### src/hw/bldc_pkg.sv
`default_nettype none
package bldc_pkg;
  localparam int CLK_HZ = 100_000_000;
  localparam int PWM_HZ = 96_000;
  // Rounded down to whole cycles; nominal rate is approximate anyway
  localparam int PWM_CYCLES = CLK_HZ / PWM_HZ;
  localparam int POLE_PAIRS = 2;
  localparam int HALL_EDGES_REV = 6 * POLE_PAIRS;
  localparam longint RPM_NUM_L = 64'(60) * CLK_HZ / HALL_EDGES_REV;
  localparam int RPM_NUM = int'(RPM_NUM_L);
  localparam int MIN_RPM = 400;
  // Below half the least regulated speed the rotor counts as stopped
  localparam int STALL_CYCLES = RPM_NUM / MIN_RPM * 2;
  localparam int NUM_W = 29;
  localparam int IV_W = 22;
  localparam int SPD_W = 16;
  localparam int SETP_W = 12;
  localparam int DUTY_W = 11;
  localparam int GAIN_SHIFT = 8;
  localparam int PULSE_DIV_SIX = 1;
  localparam int PULSE_DIV_TWO = 3;
  localparam logic [15:0] MAX_RPM = 16'hEA60;

  localparam logic [3:0] ADDR_CTRL = 4'h0;
  localparam logic [3:0] ADDR_MAXSPD = 4'h1;
  localparam logic [3:0] ADDR_ERRDLY = 4'h2;
  localparam logic [3:0] ADDR_KP = 4'h3;
  localparam logic [3:0] ADDR_KI = 4'h4;
  localparam logic [3:0] ADDR_SPEED = 4'h5;
  localparam logic [3:0] ADDR_TARGET = 4'h6;
  localparam logic [3:0] ADDR_STAT = 4'h7;
  localparam logic [3:0] ADDR_INTCLR = 4'h8;
  localparam logic [3:0] ADDR_INTEN = 4'h9;
  localparam logic [3:0] ADDR_LIMLVL = 4'hA;
  localparam logic [3:0] ADDR_LIMDUR = 4'hB;

  localparam int CTRL_ERRMODE = 0;
  localparam int CTRL_TWOPULSE = 1;
  localparam int CTRL_NOBRAKE = 2;
  localparam logic [2:0] CTRL_RST = 3'h0;
  localparam logic [15:0] MAXSPD_RST = 16'hEA60;
  localparam logic [15:0] ERRDLY_RST = 16'h03E8;
  localparam logic [7:0] KP_RST = 8'h10;
  localparam logic [7:0] KI_RST = 8'h02;
  localparam logic [15:0] LIMLVL_RST = 16'h03E8;
  localparam logic [15:0] LIMDUR_RST = 16'h0064;

  localparam int INT_W = 3;
  localparam int INT_LIMIT = 0;
  localparam int INT_STALL = 1;
  localparam int INT_HALLBAD = 2;

  typedef enum logic [2:0] {
    DRV_OFF = 3'b001,
    DRV_MOTOR = 3'b010,
    DRV_BRAKE = 3'b100
  } drive_t;
endpackage
`default_nettype wire

### src/hw/speed_divider.sv
`default_nettype none
// Restoring divider, one quotient bit per clock
module speed_divider #(
  parameter int NW = 29,
  parameter int DW = 22
) (
  // Clock and reset
  input wire logic clk,
  input wire logic rst,
  // Operands
  input wire logic start,
  input wire logic [NW-1:0] num,
  input wire logic [DW-1:0] den,
  // Result
  output logic done,
  output logic [NW-1:0] quo
);
  initial begin
    if (DW > NW || DW < 2) $error("speed_divider: bad widths");
  end

  logic [NW:0] rem;
  logic [NW-1:0] numSh;
  logic [$clog2(NW+1)-1:0] cnt;
  logic busy;
  logic [NW:0] trial;
  logic fits;

  assign trial = {rem[NW-1:0], numSh[NW-1]};
  assign fits = trial >= {{(NW+1-DW){1'b0}}, den};

  always_ff @(posedge clk or posedge rst) begin
    if (rst) begin
      rem <= '0;
      numSh <= '0;
      quo <= '0;
      cnt <= '0;
      busy <= 1'b0;
      done <= 1'b0;
    end else begin
      done <= busy && cnt == 1;
      if (start) begin
        rem <= '0;
        numSh <= num;
        cnt <= ($clog2(NW+1))'(NW);
        busy <= 1'b1;
      end else if (busy) begin
        rem <= fits ? trial - {{(NW+1-DW){1'b0}}, den} : trial;
        quo <= {quo[NW-2:0], fits};
        numSh <= {numSh[NW-2:0], 1'b0};
        cnt <= cnt - 1'b1;
        busy <= cnt != 1;
      end
    end
  end
endmodule // speed_divider
`default_nettype wire

### src/hw/bldc_speed_controller.sv
`default_nettype none
// Behaviour
// - Target speed scales from setpoint input
// - Drive saturates at full duty when short
// - Regulated speed never above configured maximum
// - Direction low anticlockwise, high clockwise
// - Status output: error or speed pulses
// - Error mode: high after configurable limiter delay
// - Error mode: low once limiting ends
// - Six status pulses per revolution by default
// - Closed-loop PI speed control via PWM
// - Commutation from digital Hall states
// - Speed from interval between Hall edges
// - PWM period about 96 kHz
// - Regulation valid from about 400 rpm
// - Short windings when decelerating
// - Limit and gains adjustable by software
// - Pulse count selectable six or two
// - Maximum speed setting up to 60000
// - Braking can be disabled
// - Twelve Hall edges per revolution
module bldc_speed_controller
  import bldc_pkg::*;
#(
  parameter int STALL = STALL_CYCLES
) (
  // Clock and reset
  input wire logic mclk,
  input wire logic rst,
  // Register port
  input wire logic [3:0] regAddr,
  input wire logic [15:0] regWdata,
  input wire logic regWr,
  input wire logic regRd,
  output logic [15:0] regRdata,
  // Setpoint from converter, same clock
  input wire logic [SETP_W-1:0] setpointCode,
  // Pins
  input wire logic dirPin,
  input wire logic [2:0] hallPin,
  input wire logic limitPin,
  // Power stage
  output logic [2:0] highGate,
  output logic [2:0] lowGate,
  // Status and limiter settings
  output logic statusPulseOut,
  output logic [15:0] limitLevel,
  output logic [15:0] limitTime,
  output logic irq
);
  initial begin
    if (STALL < 2 || STALL >= 2**IV_W) $error("STALL out of range");
  end

  // Synchronisers
  logic [2:0] hallS1, hallS2, hallQ;
  logic dirS1, dirS2, limS1, limS2, limQ;
  always_ff @(posedge mclk or posedge rst) begin
    if (rst) begin
      hallS1 <= '0;
      hallS2 <= '0;
      hallQ <= '0;
      dirS1 <= 1'b0;
      dirS2 <= 1'b0;
      limS1 <= 1'b0;
      limS2 <= 1'b0;
      limQ <= 1'b0;
    end else begin
      hallS1 <= hallPin;
      hallS2 <= hallS1;
      hallQ <= hallS2;
      dirS1 <= dirPin;
      dirS2 <= dirS1;
      limS1 <= limitPin;
      limS2 <= limS1;
      limQ <= limS2;
    end
  end

  // Registers
  logic [2:0] ctrl;
  logic [15:0] maxSpd, errDelay, speed, target;
  logic [7:0] kp, ki;
  logic [INT_W-1:0] intStat, intEn;
  logic errMode, twoPulse, noBrake;
  assign errMode = ctrl[CTRL_ERRMODE];
  assign twoPulse = ctrl[CTRL_TWOPULSE];
  assign noBrake = ctrl[CTRL_NOBRAKE];

  logic wrCtrl, wrMax, wrDly, wrKp, wrKi, wrClr, wrEn, wrLvl, wrDur;
  assign wrCtrl = regWr && regAddr == ADDR_CTRL;
  assign wrMax = regWr && regAddr == ADDR_MAXSPD;
  assign wrDly = regWr && regAddr == ADDR_ERRDLY;
  assign wrKp = regWr && regAddr == ADDR_KP;
  assign wrKi = regWr && regAddr == ADDR_KI;
  assign wrClr = regWr && regAddr == ADDR_INTCLR;
  assign wrEn = regWr && regAddr == ADDR_INTEN;
  assign wrLvl = regWr && regAddr == ADDR_LIMLVL;
  assign wrDur = regWr && regAddr == ADDR_LIMDUR;

  // Writes above the top speed are clipped, not refused
  logic [15:0] maxWr;
  assign maxWr = regWdata > MAX_RPM ? MAX_RPM : regWdata;

  always_ff @(posedge mclk or posedge rst) begin
    if (rst) begin
      ctrl <= CTRL_RST;
      maxSpd <= MAXSPD_RST;
      errDelay <= ERRDLY_RST;
      kp <= KP_RST;
      ki <= KI_RST;
      intEn <= '0;
      limitLevel <= LIMLVL_RST;
      limitTime <= LIMDUR_RST;
    end else begin
      if (wrCtrl) ctrl <= regWdata[2:0];
      if (wrMax) maxSpd <= maxWr;
      if (wrDly) errDelay <= regWdata;
      if (wrKp) kp <= regWdata[7:0];
      if (wrKi) ki <= regWdata[7:0];
      if (wrEn) intEn <= regWdata[INT_W-1:0];
      if (wrLvl) limitLevel <= regWdata;
      if (wrDur) limitTime <= regWdata;
    end
  end

  logic [15:0] rdMux;
  assign rdMux =
    regAddr == ADDR_CTRL ? {13'h0, ctrl} :
    regAddr == ADDR_MAXSPD ? maxSpd :
    regAddr == ADDR_ERRDLY ? errDelay :
    regAddr == ADDR_KP ? {8'h0, kp} :
    regAddr == ADDR_KI ? {8'h0, ki} :
    regAddr == ADDR_SPEED ? speed :
    regAddr == ADDR_TARGET ? target :
    regAddr == ADDR_STAT ? {13'h0, intStat} :
    regAddr == ADDR_INTEN ? {13'h0, intEn} :
    regAddr == ADDR_LIMLVL ? limitLevel :
    regAddr == ADDR_LIMDUR ? limitTime : 16'h0000;

  always_ff @(posedge mclk or posedge rst) begin
    if (rst) regRdata <= '0;
    else regRdata <= regRd ? rdMux : 16'h0000;
  end

  // Hall decoding
  logic hallEdge, hallBad;
  assign hallEdge = hallS2 != hallQ;
  assign hallBad = hallS2 == 3'b000 || hallS2 == 3'b111;

  // Interval timing
  logic [IV_W-1:0] ivCnt;
  logic stalled, divStart, divDone, stallHit;
  logic [NUM_W-1:0] quo;
  logic [IV_W-1:0] ivLatch;
  assign stallHit = ivCnt == IV_W'(STALL - 1);

  always_ff @(posedge mclk or posedge rst) begin
    if (rst) begin
      ivCnt <= '0;
      ivLatch <= '0;
      stalled <= 1'b1;
      divStart <= 1'b0;
    end else begin
      divStart <= hallEdge && !stalled;
      if (hallEdge) begin
        ivLatch <= ivCnt + 1'b1;
        ivCnt <= '0;
        stalled <= 1'b0;
      end else if (stallHit) begin
        stalled <= 1'b1;
      end else if (!stalled) begin
        ivCnt <= ivCnt + 1'b1;
      end
    end
  end

  // numerator assumes twelve edges per turn
  speed_divider #(
    .NW(NUM_W),
    .DW(IV_W)
  ) u_div (
    .clk(mclk),
    .rst(rst),
    .start(divStart),
    .num(NUM_W'(RPM_NUM)),
    .den(ivLatch),
    .done(divDone),
    .quo(quo)
  );

  // Speed saturates at the register width
  logic [15:0] quoSat;
  assign quoSat = |quo[NUM_W-1:SPD_W] ? 16'hFFFF : quo[SPD_W-1:0];

  // slower than the stall limit reads as zero
  always_ff @(posedge mclk or posedge rst) begin
    if (rst) speed <= '0;
    else if (stalled) speed <= '0;
    else if (divDone) speed <= quoSat;
  end

  logic [SETP_W+15:0] prod;
  assign prod = setpointCode * maxSpd;
  // scaling cannot pass the configured maximum
  always_ff @(posedge mclk or posedge rst) begin
    if (rst) target <= '0;
    else target <= prod[SETP_W+15:SETP_W];
  end

  // PWM carrier
  logic [DUTY_W-1:0] pwmCnt, duty, next_duty;
  logic pwmWrap, pwmOn;
  assign pwmWrap = pwmCnt == DUTY_W'(PWM_CYCLES - 1);
  // duty of a full period keeps the stage on
  assign pwmOn = pwmCnt < duty;
  always_ff @(posedge mclk or posedge rst) begin
    if (rst) pwmCnt <= '0;
    else pwmCnt <= pwmWrap ? '0 : pwmCnt + 1'b1;
  end

  // PI loop, evaluated once per carrier period
  localparam logic signed [28:0] INT_MAX = 29'(PWM_CYCLES * 256);
  localparam logic signed [28:0] DUTY_MAX = 29'(PWM_CYCLES);
  logic signed [17:0] err;
  logic signed [27:0] pTerm, iTerm, integ, next_integ;
  logic signed [28:0] sumI, sumD, dutyS;
  assign err = $signed({2'b00, target}) - $signed({2'b00, speed});
  // Widen before multiplying so large errors cannot wrap
  assign pTerm = 28'(err) * 28'($signed({1'b0, kp}));
  assign iTerm = 28'(err) * 28'($signed({1'b0, ki}));
  assign sumI = integ + iTerm;
  // Anti-windup: integrator held within the duty range
  assign next_integ = sumI < 0 ? '0 :
    sumI > INT_MAX ? 28'(INT_MAX) : sumI[27:0];
  assign sumD = integ + pTerm;
  assign dutyS = sumD >>> GAIN_SHIFT;
  // clamp controller output to the carrier
  assign next_duty = dutyS < 0 ? '0 :
    dutyS > DUTY_MAX ? DUTY_W'(PWM_CYCLES) : dutyS[DUTY_W-1:0];

  // Drive state
  drive_t drv, next_drv;
  logic wantBrake;
  // brake while too fast with no drive
  assign wantBrake = !noBrake && speed > target && next_duty == '0;
  always_comb begin
    next_drv = drv;
    case (drv)
      DRV_OFF: if (target != '0) next_drv = DRV_MOTOR;
      DRV_MOTOR: begin
        if (target == '0 && stalled) next_drv = DRV_OFF;
        else if (wantBrake) next_drv = DRV_BRAKE;
      end
      DRV_BRAKE: begin
        if (target == '0 && stalled) next_drv = DRV_OFF;
        else if (!wantBrake) next_drv = DRV_MOTOR;
      end
      default: next_drv = DRV_OFF;
    endcase
  end

  always_ff @(posedge mclk or posedge rst) begin
    if (rst) begin
      drv <= DRV_OFF;
      integ <= '0;
      duty <= '0;
    end else if (pwmWrap) begin
      drv <= next_drv;
      integ <= next_drv == DRV_OFF ? '0 : next_integ;
      duty <= next_drv == DRV_MOTOR ? next_duty : '0;
    end
  end

  // Six-step table, phase one-hot {C,B,A}
  logic [2:0] hiPh, loPh, cmdHi, cmdLo;
  always_comb begin
    case (hallS2)
      3'b101: begin hiPh = 3'b001; loPh = 3'b010; end
      3'b100: begin hiPh = 3'b001; loPh = 3'b100; end
      3'b110: begin hiPh = 3'b010; loPh = 3'b100; end
      3'b010: begin hiPh = 3'b010; loPh = 3'b001; end
      3'b011: begin hiPh = 3'b100; loPh = 3'b001; end
      3'b001: begin hiPh = 3'b100; loPh = 3'b010; end
      default: begin hiPh = 3'b000; loPh = 3'b000; end
    endcase
  end
  assign cmdHi = dirS2 ? hiPh : loPh;
  assign cmdLo = dirS2 ? loPh : hiPh;

  always_ff @(posedge mclk or posedge rst) begin
    if (rst) begin
      highGate <= '0;
      lowGate <= '0;
    end else begin
      highGate <= drv == DRV_MOTOR && pwmOn ? cmdHi : 3'b000;
      lowGate <= drv == DRV_BRAKE ? 3'b111 :
        drv == DRV_MOTOR ? cmdLo : 3'b000;
    end
  end

  // Status output
  logic [1:0] edgeDiv;
  logic [15:0] errCnt;
  logic pulseLvl, divEnd, errReached;
  // divide edges by one or three
  assign divEnd = edgeDiv == 2'(twoPulse ? PULSE_DIV_TWO : PULSE_DIV_SIX);
  assign errReached = errCnt >= errDelay;

  // one toggle per edge gives six pulses
  always_ff @(posedge mclk or posedge rst) begin
    if (rst) begin
      edgeDiv <= 2'h0;
      pulseLvl <= 1'b0;
    end else if (hallEdge) begin
      edgeDiv <= divEnd ? 2'h1 : edgeDiv + 1'b1;
      if (divEnd) pulseLvl <= !pulseLvl;
    end
  end

  always_ff @(posedge mclk or posedge rst) begin
    if (rst) errCnt <= '0;
    else if (!limS2) errCnt <= '0;
    else if (!errReached) errCnt <= errCnt + 1'b1;
  end

  // rise only after the programmed delay
  // fall as soon as limiting ends
  always_ff @(posedge mclk or posedge rst) begin
    if (rst) statusPulseOut <= 1'b0;
    else if (errMode) statusPulseOut <= limS2 && errReached;
    else statusPulseOut <= pulseLvl;
  end

  // Interrupts: a new event wins over a clear in the same cycle
  logic [INT_W-1:0] intSet, intClr;
  assign intSet[INT_LIMIT] = limS2 && !limQ;
  assign intSet[INT_STALL] = stallHit && !stalled && !hallEdge;
  assign intSet[INT_HALLBAD] = hallEdge && hallBad;
  assign intClr = wrClr ? regWdata[INT_W-1:0] : '0;
  always_ff @(posedge mclk or posedge rst) begin
    if (rst) begin
      intStat <= '0;
      irq <= 1'b0;
    end else begin
      intStat <= (intStat & ~intClr) | intSet;
      irq <= |(((intStat & ~intClr) | intSet) & intEn);
    end
  end
endmodule // bldc_speed_controller
`default_nettype wire

### config.mk
export PLATFORM = sky130hd
export DESIGN_NAME = bldc_speed_controller
export DESIGN_NICKNAME = d
export VERILOG_FILES = /design/src/hw/bldc_pkg.sv /design/src/hw/speed_divider.sv /design/src/hw/bldc_speed_controller.sv
export SDC_FILE = /design/constraint.sdc
export NUM_CORES = 2
export LEC_CHECK = 0
export BUFFER_PORTS_ARGS = -buffer_cell sky130_fd_sc_hd__buf_2
export CAP_MARGIN = 20
export CORE_MARGIN = 8
export CORE_UTILIZATION = 60
export CTS_BUF_LIST = sky130_fd_sc_hd__clkbuf_4
export DETAILED_ROUTE_END_ITERATION = 10
export PLACE_DENSITY = 0.77
export SYNTH_ARGS = -nofsm -noshare
export SYNTH_HDL_FRONTEND = slang
export SYNTH_HIERARCHICAL = 1
export SYNTH_SLANG_ARGS = --single-unit
### constraint.sdc
create_clock -name mclk -period 14.3 [get_ports mclk]
set_input_delay 3.575 -clock mclk [delete_from_list [all_inputs] [get_ports mclk]]
set_output_delay 3.575 -clock mclk [all_outputs]
set_load 0.02 [all_outputs]
Word-level counts from Yosys, hierarchy flattened
Cells that the tools add are included.
Storage, ports and cells
  register bits after elaboration: 371
  input bits: 41
  output and inout bits: 56
  word-level logic and storage cells: 200
Cells by class
  add/subtract/negate cells: 9
  multipliers: 3
  order comparisons: 9
  equal/unequal tests: 32
  muxes and demuxes: 56
  bitwise gates (word level): 5
  reduce and logical (&&, ||, !) cells: 45
Operators with widths (number)
  16-bit two-way mux: 18
  29-bit two-way mux: 5
  28-bit two-way mux: 3
  22-bit two-way mux: 3
  28-bit by 26-bit adder with 29-bit output: 2
  17-bit by 9-bit multiplier with 26-bit output: 2
  11-bit two-way mux: 4
  3-bit two-way mux: 11
  30-bit by 22-bit greater-or-equal comparator with 1-bit output: 1
  29-bit by 20-bit > comparator with 1-bit output (second input constant): 1
  29-bit by 1-bit < comparator with 1-bit output (second input constant): 1
  29-bit by 22-bit subtractor with 29-bit output: 1
  12-bit by 16-bit multiplier with 28-bit output: 1
  3-bit one-hot mux with 3 select lines: 3
  22-bit by 1-bit adder with 22-bit output (second input constant): 1
  22-bit == test (second input constant): 1
  21-bit by 12-bit > comparator with 1-bit output (second input constant): 1
  21-bit by 1-bit < comparator with 1-bit output (second input constant): 1
  1-bit logical AND: 20
  16-bit by 16-bit subtractor with 17-bit output: 1
  16-bit by 1-bit adder with 16-bit output (second input constant): 1
  4-bit by 3-bit == test with 1-bit output (second input constant): 4
  4-bit == test (second input constant): 4
  16-bit greater-or-equal comparator: 1
  36 further kinds: 68

Logic depth before layout (Yosys ltp)
  depth after elaboration: 13
  gate-level depth with buffers: 37

Hierarchy
Netlist, hierarchy kept.
By module, submodules not included
  bldc_speed_controller: instances 1, cells each 3307, area each 30759.5 um2, sequential area each 6964.2 um2
  speed_divider: instances 1, cells each 555, area each 5437.7 um2, sequential area each 2352.3 um2

Worst setup path before layout
OpenSTA, ideal clock, no wires.
  path type: in2reg
  start point: input setpointCode[5]
  end point: register target[15]
  library setup time: 80 ps
  arrival time: 8937 ps
  slack: 5283 ps
  stages on the path: 20
  cell sequence: clkbuf_1 > nand2_1 > fa_1 > inv_1 > fa_1 > fa_1 > fa_1 > fa_1 > ha_1 > a21o_1 > a21o_1 > a221oi_1 > o21ai_1 > a41oi_1 > a2111oi_0 > o21a_1 > o21ai_0 > a21oi_1 > a21oi_1 > xnor2_1
On the way
  longest elaborated chain between the ends: 1
RTL lines
  start, declared: line bldc_speed_controller.sv:37  | input wire logic [SETP_W-1:0] setpointCode,
  12-bit by 16-bit multiplier with 28-bit output: line bldc_speed_controller.sv:204  | assign prod = setpointCode * maxSpd;
  net prod[27]: line bldc_speed_controller.sv:203  | logic [SETP_W+15:0] prod;
  end signal, assigned: line bldc_speed_controller.sv:208  | else target <= prod[SETP_W+15:SETP_W];
  end, declared: line bldc_speed_controller.sv:82  | logic [15:0] maxSpd, errDelay, speed, target;
The timed path passes the listed nets, and every way through them passes these cells.
A chain may end at the register's enable or synchronous reset.

Worst setup path in the final report
  start point: register speed[0]
  end point: register integ[11]
On the way
  longest elaborated chain between the ends: 13
RTL lines
  start, declared: line bldc_speed_controller.sv:82
  start signal, assigned: line bldc_speed_controller.sv:200  | else if (divDone) speed <= quoSat;
  16-bit by 16-bit subtractor with 17-bit output: line bldc_speed_controller.sv:228  | assign err = $signed({2'b00, target}) - $signed({2'b00, speed});
  17-bit by 9-bit multiplier with 26-bit output: line bldc_speed_controller.sv:230  | assign pTerm = 28'(err) * 28'($signed({1'b0, kp}));
  28-bit by 26-bit adder with 29-bit output: line bldc_speed_controller.sv:236  | assign sumD = integ + pTerm;
  21-bit by 12-bit > comparator with 1-bit output: line bldc_speed_controller.sv:240  | dutyS > DUTY_MAX ? DUTY_W'(PWM_CYCLES) : dutyS[DUTY_W-1:0];
  11-bit two-way mux: line bldc_speed_controller.sv:240
  11-bit two-way mux: line bldc_speed_controller.sv:239  | assign next_duty = dutyS < 0 ? '0 :
  11-bit zero test: line bldc_speed_controller.sv:246  | assign wantBrake = !noBrake && speed > target && next_duty == '0;
  1-bit logical AND: line bldc_speed_controller.sv:246
  3-bit two-way mux, on equally long branches: line bldc_speed_controller.sv:257, bldc_speed_controller.sv:253
  3-bit two-way mux, on equally long branches: line bldc_speed_controller.sv:256, bldc_speed_controller.sv:252
  3-bit one-hot mux with 3 select lines: line bldc_speed_controller.sv:249  | case (drv)
  3-bit by 1-bit == test with 1-bit output: line bldc_speed_controller.sv:270  | integ <= next_drv == DRV_OFF ? '0 : next_integ;
  28-bit two-way mux *: line bldc_speed_controller.sv:270
  end signal, assigned: line bldc_speed_controller.sv:270
  end, declared: line bldc_speed_controller.sv:226  | logic signed [27:0] pTerm, iTerm, integ, next_integ;
Every way passes the cells marked *; elsewhere a longest branch is shown, timed or not.

==> reports/results.ini <==
[min_path]
min_to=hallS2[2]$_DFF_PP0_
min_from=hallS1[2]$_DFF_PP0_
min_path_cells=0
hold_class=reg2reg

[yosys]
async_reset_ff_share_pct=100
synth_area_um2=36200
synth-seq-cells=371
yosys_most_used_dff=dfrtp_1
synth_top_area_share_pct=23.9
syn_avg_cell_area_um2=9.37
synth.distinct_cells=91
yosys-top-cells-area=dfrtp_1 24%, fa_1 23%, ha_1 8.8%
synth_top_area_cell=dfrtp_1
ys.warnings.count=6
yosysSeqAreaShare_pct=25.7
syn_inst=3862
synth_edf_count=0

[drt]
drt-wirelength-per-cell_um=17.5
drt_iter0_markers=1978
routed-via-count=27400
wirelength_um=84500
dr.pass1.iters=6
final_antenna_net_count=0
drc=0
viasPerCell=5.67

[cells_and_area]
drive_gt1_share_pct=11.7
num-fill-cells=4933
fin_area_um2=38700
nNetsFinal=4668
layout_commonest_cell=inv_1
regArea_um2=9320
area_growth_pct=7.04
multi_input_area_um2=24100
final_cell_mix=601 x inv_1, 438 x nand2_1, 410 x fa_1

[worst_setup_path]
cpMaxStageDelayCell=or2_1
rr_endpoint=integ[11]$_DFFE_PP0N_
worst_path_largest_cell_delay_ps=610
endpoint_kind=flip-flop
path_class=reg2reg
reg2reg_slack_ps=4790
crit_top_cell=fa_1
reg2regPathDepth=33
r2r_start=speed[0]$_DFFE_PP0P_
cp_data_required_time_ps=15120
critPathLaunchType=flip-flop
arrival_ps=10330
crit_path_max_fanout=16

[placed_design]
placed_area_um2=37400
routabilityCongestion=0.944
port_buffers=96
place_hpwl_um=64100

[job]
cap_violations=0

[sta]
slew_headroom_pct=30.0
tns_ps=0
fmax_mhz=105
drv_slew=0
setup_violations=0
fin_worst_skew_ps=48.8
min_period_ps=9510
worst_pin_slew_ps=1050
post-route-period-util_pct=66.5
grt_setup_unrepaired=false
final-hold-violation-count=0

[global_routing]
gr-total-overflow=0
antenna_found_initial=2
grt_pass1_wl_um=142000
grt_pass1_vias=28300
grt_max_degree=117
grtUsageTotal_pct=25.6

[floorplan]
start_util_pct=60.3
design.die.area_um2=68400
fp.dieH_um=262
num_io_pins=97
die_x_um=262
core_region_area_um2=60000
num_rows=90

[clocking]
clk_pin_slew_ps=70
clock-sinks=371
cts_buffer_depth=3
cts_hold_buf=0
clockRootBuffer=clkbuf_4
cts_resized=0
clock_latency_ps=920
cts_tree=built
post_cts_buffers=0
h-tree-depth=3
numCtsBuffers=101

[status]
status=completed

## critical path, delay by kind of cell (launching register included)
kind	cells	cell delay [ps]
compound gates	15	2900
fa+ha+maj	8	3530
buf+inv	3	360
flops	1	470
mux	1	410
simple gates	6	1730
## final cells by class
class / count / area share (%)
Multi-Input combinational cell: 2757 / 62.2
Sequential cell: 371 / 24.1
Inverter: 605 / 5.89
Clock buffer: 148 / 2.87
Tap cell: 782 / 2.53
Timing Repair Buffer: 127 / 1.89
Clock inverter: 31 / 0.575
Antenna cell: 4 / 0.0258
## sequential cells by signal, summed over array words and instances, names as in the netlist, 22 cells and up
register	flops
integ	28
ivCnt	22
ivLatch	22
u_div/numSh	29
u_div/quo	29
u_div/rem	29
## per-layer routing
| layer | track usage (%) | vias up | wire length (µm) |
|---|---|---|---|
| li1 | - | 12800 | - |
| met1 | 34.4 | 13500 | 35700 |
| met2 | 41.1 | 884 | 39500 |
| met3 | 4.96 | 205 | 6290 |
| met4 | 9.43 | 0 | 2960 |
| met5 | 0 | - | 0 |
## how the worst max path moves through the flow
stage / startpoint / to / depth (start not counted) / slack, ps
2_1_floorplan: rst / ctrl[0]$_DFFE_PP0P_ / 1 / 3130
3_3_place_gp: setpointCode[11] / target[15]$_DFF_PP0_ / 22 / 4750
3_5_place_dp: setpointCode[5] / target[15]$_DFF_PP0_ / 20 / 4690
4_1_cts: speed[0]$_DFFE_PP0P_ / integ[13]$_DFFE_PP0N_ / 33 / 4950
5_1_grt: speed[0]$_DFFE_PP0P_ / duty[2]$_DFFE_PP0N_ / 34 / 4330
6_report: speed[0]$_DFFE_PP0P_ / integ[11]$_DFFE_PP0N_ / 33 / 4790
## synth_stat cells (7+ instances only)
cell type and count:
dfrtp_1 345, inv_1 603, dfstp_2 26, and3_1 23, nand2_1 438, a211oi_1 35, buf_1 9, clkbuf_1 135
mux2_2 103, a31oi_1 24, a21o_1 47, or4_1 12, nor3_1 51, nor4_1 16, nor2b_1 44, ha_1 254
o22ai_1 8, a21oi_1 146, o21bai_1 10, o21ai_1 15, nor3b_1 10, nand2b_1 36, xnor2_1 84, and2_1 203
buf_2 7, a22o_1 23, a22oi_1 35, a21boi_0 7, a41oi_1 7, nand3_1 64, nor2_1 216, nand4_1 20
o211ai_1 14, or3_1 12, o21ai_2 11, xor2_1 52, fa_1 410, mux2i_1 50, o31ai_1 17, o21ai_0 108
o21a_1 11
## cells by family (layout without fill, tap and decap cells)
family	count (synthesis)	in the layout	synth area share, %
muxes	153	153	4.59
adders and majority gates	664	664	31.5
xor gates and xnor gates	137	137	3.34
DFF	371	371	25.7
other	2	33	0.0207
AOI/OAI and AO/OA	582	582	10.8
buffers and inverters	761	911	8.01
and+or+nand+nor	1192	1192	16.1
## per-stage QoR
| step | cells | hold slack, ps | setup slack [ps] | utilization (%) |
|---|---|---|---|---|
| floorplan | 3889 | 331 | 3130 | - |
| CTS | 4819 | 350 | 4950 | 64.5 |
| detailed placement | 4640 | 336 | 4690 | 62.3 |
| global route | 4825 | 353 | 4330 | 64.6 |
| global placement | 4640 | 335 | 4750 | 62.3 |
| finish | 4825 | 348 | 4790 | 64.6 |
Power is not shown: default switching activity piles up to over one toggle a cycle in this logic, so the estimate is an artifact.
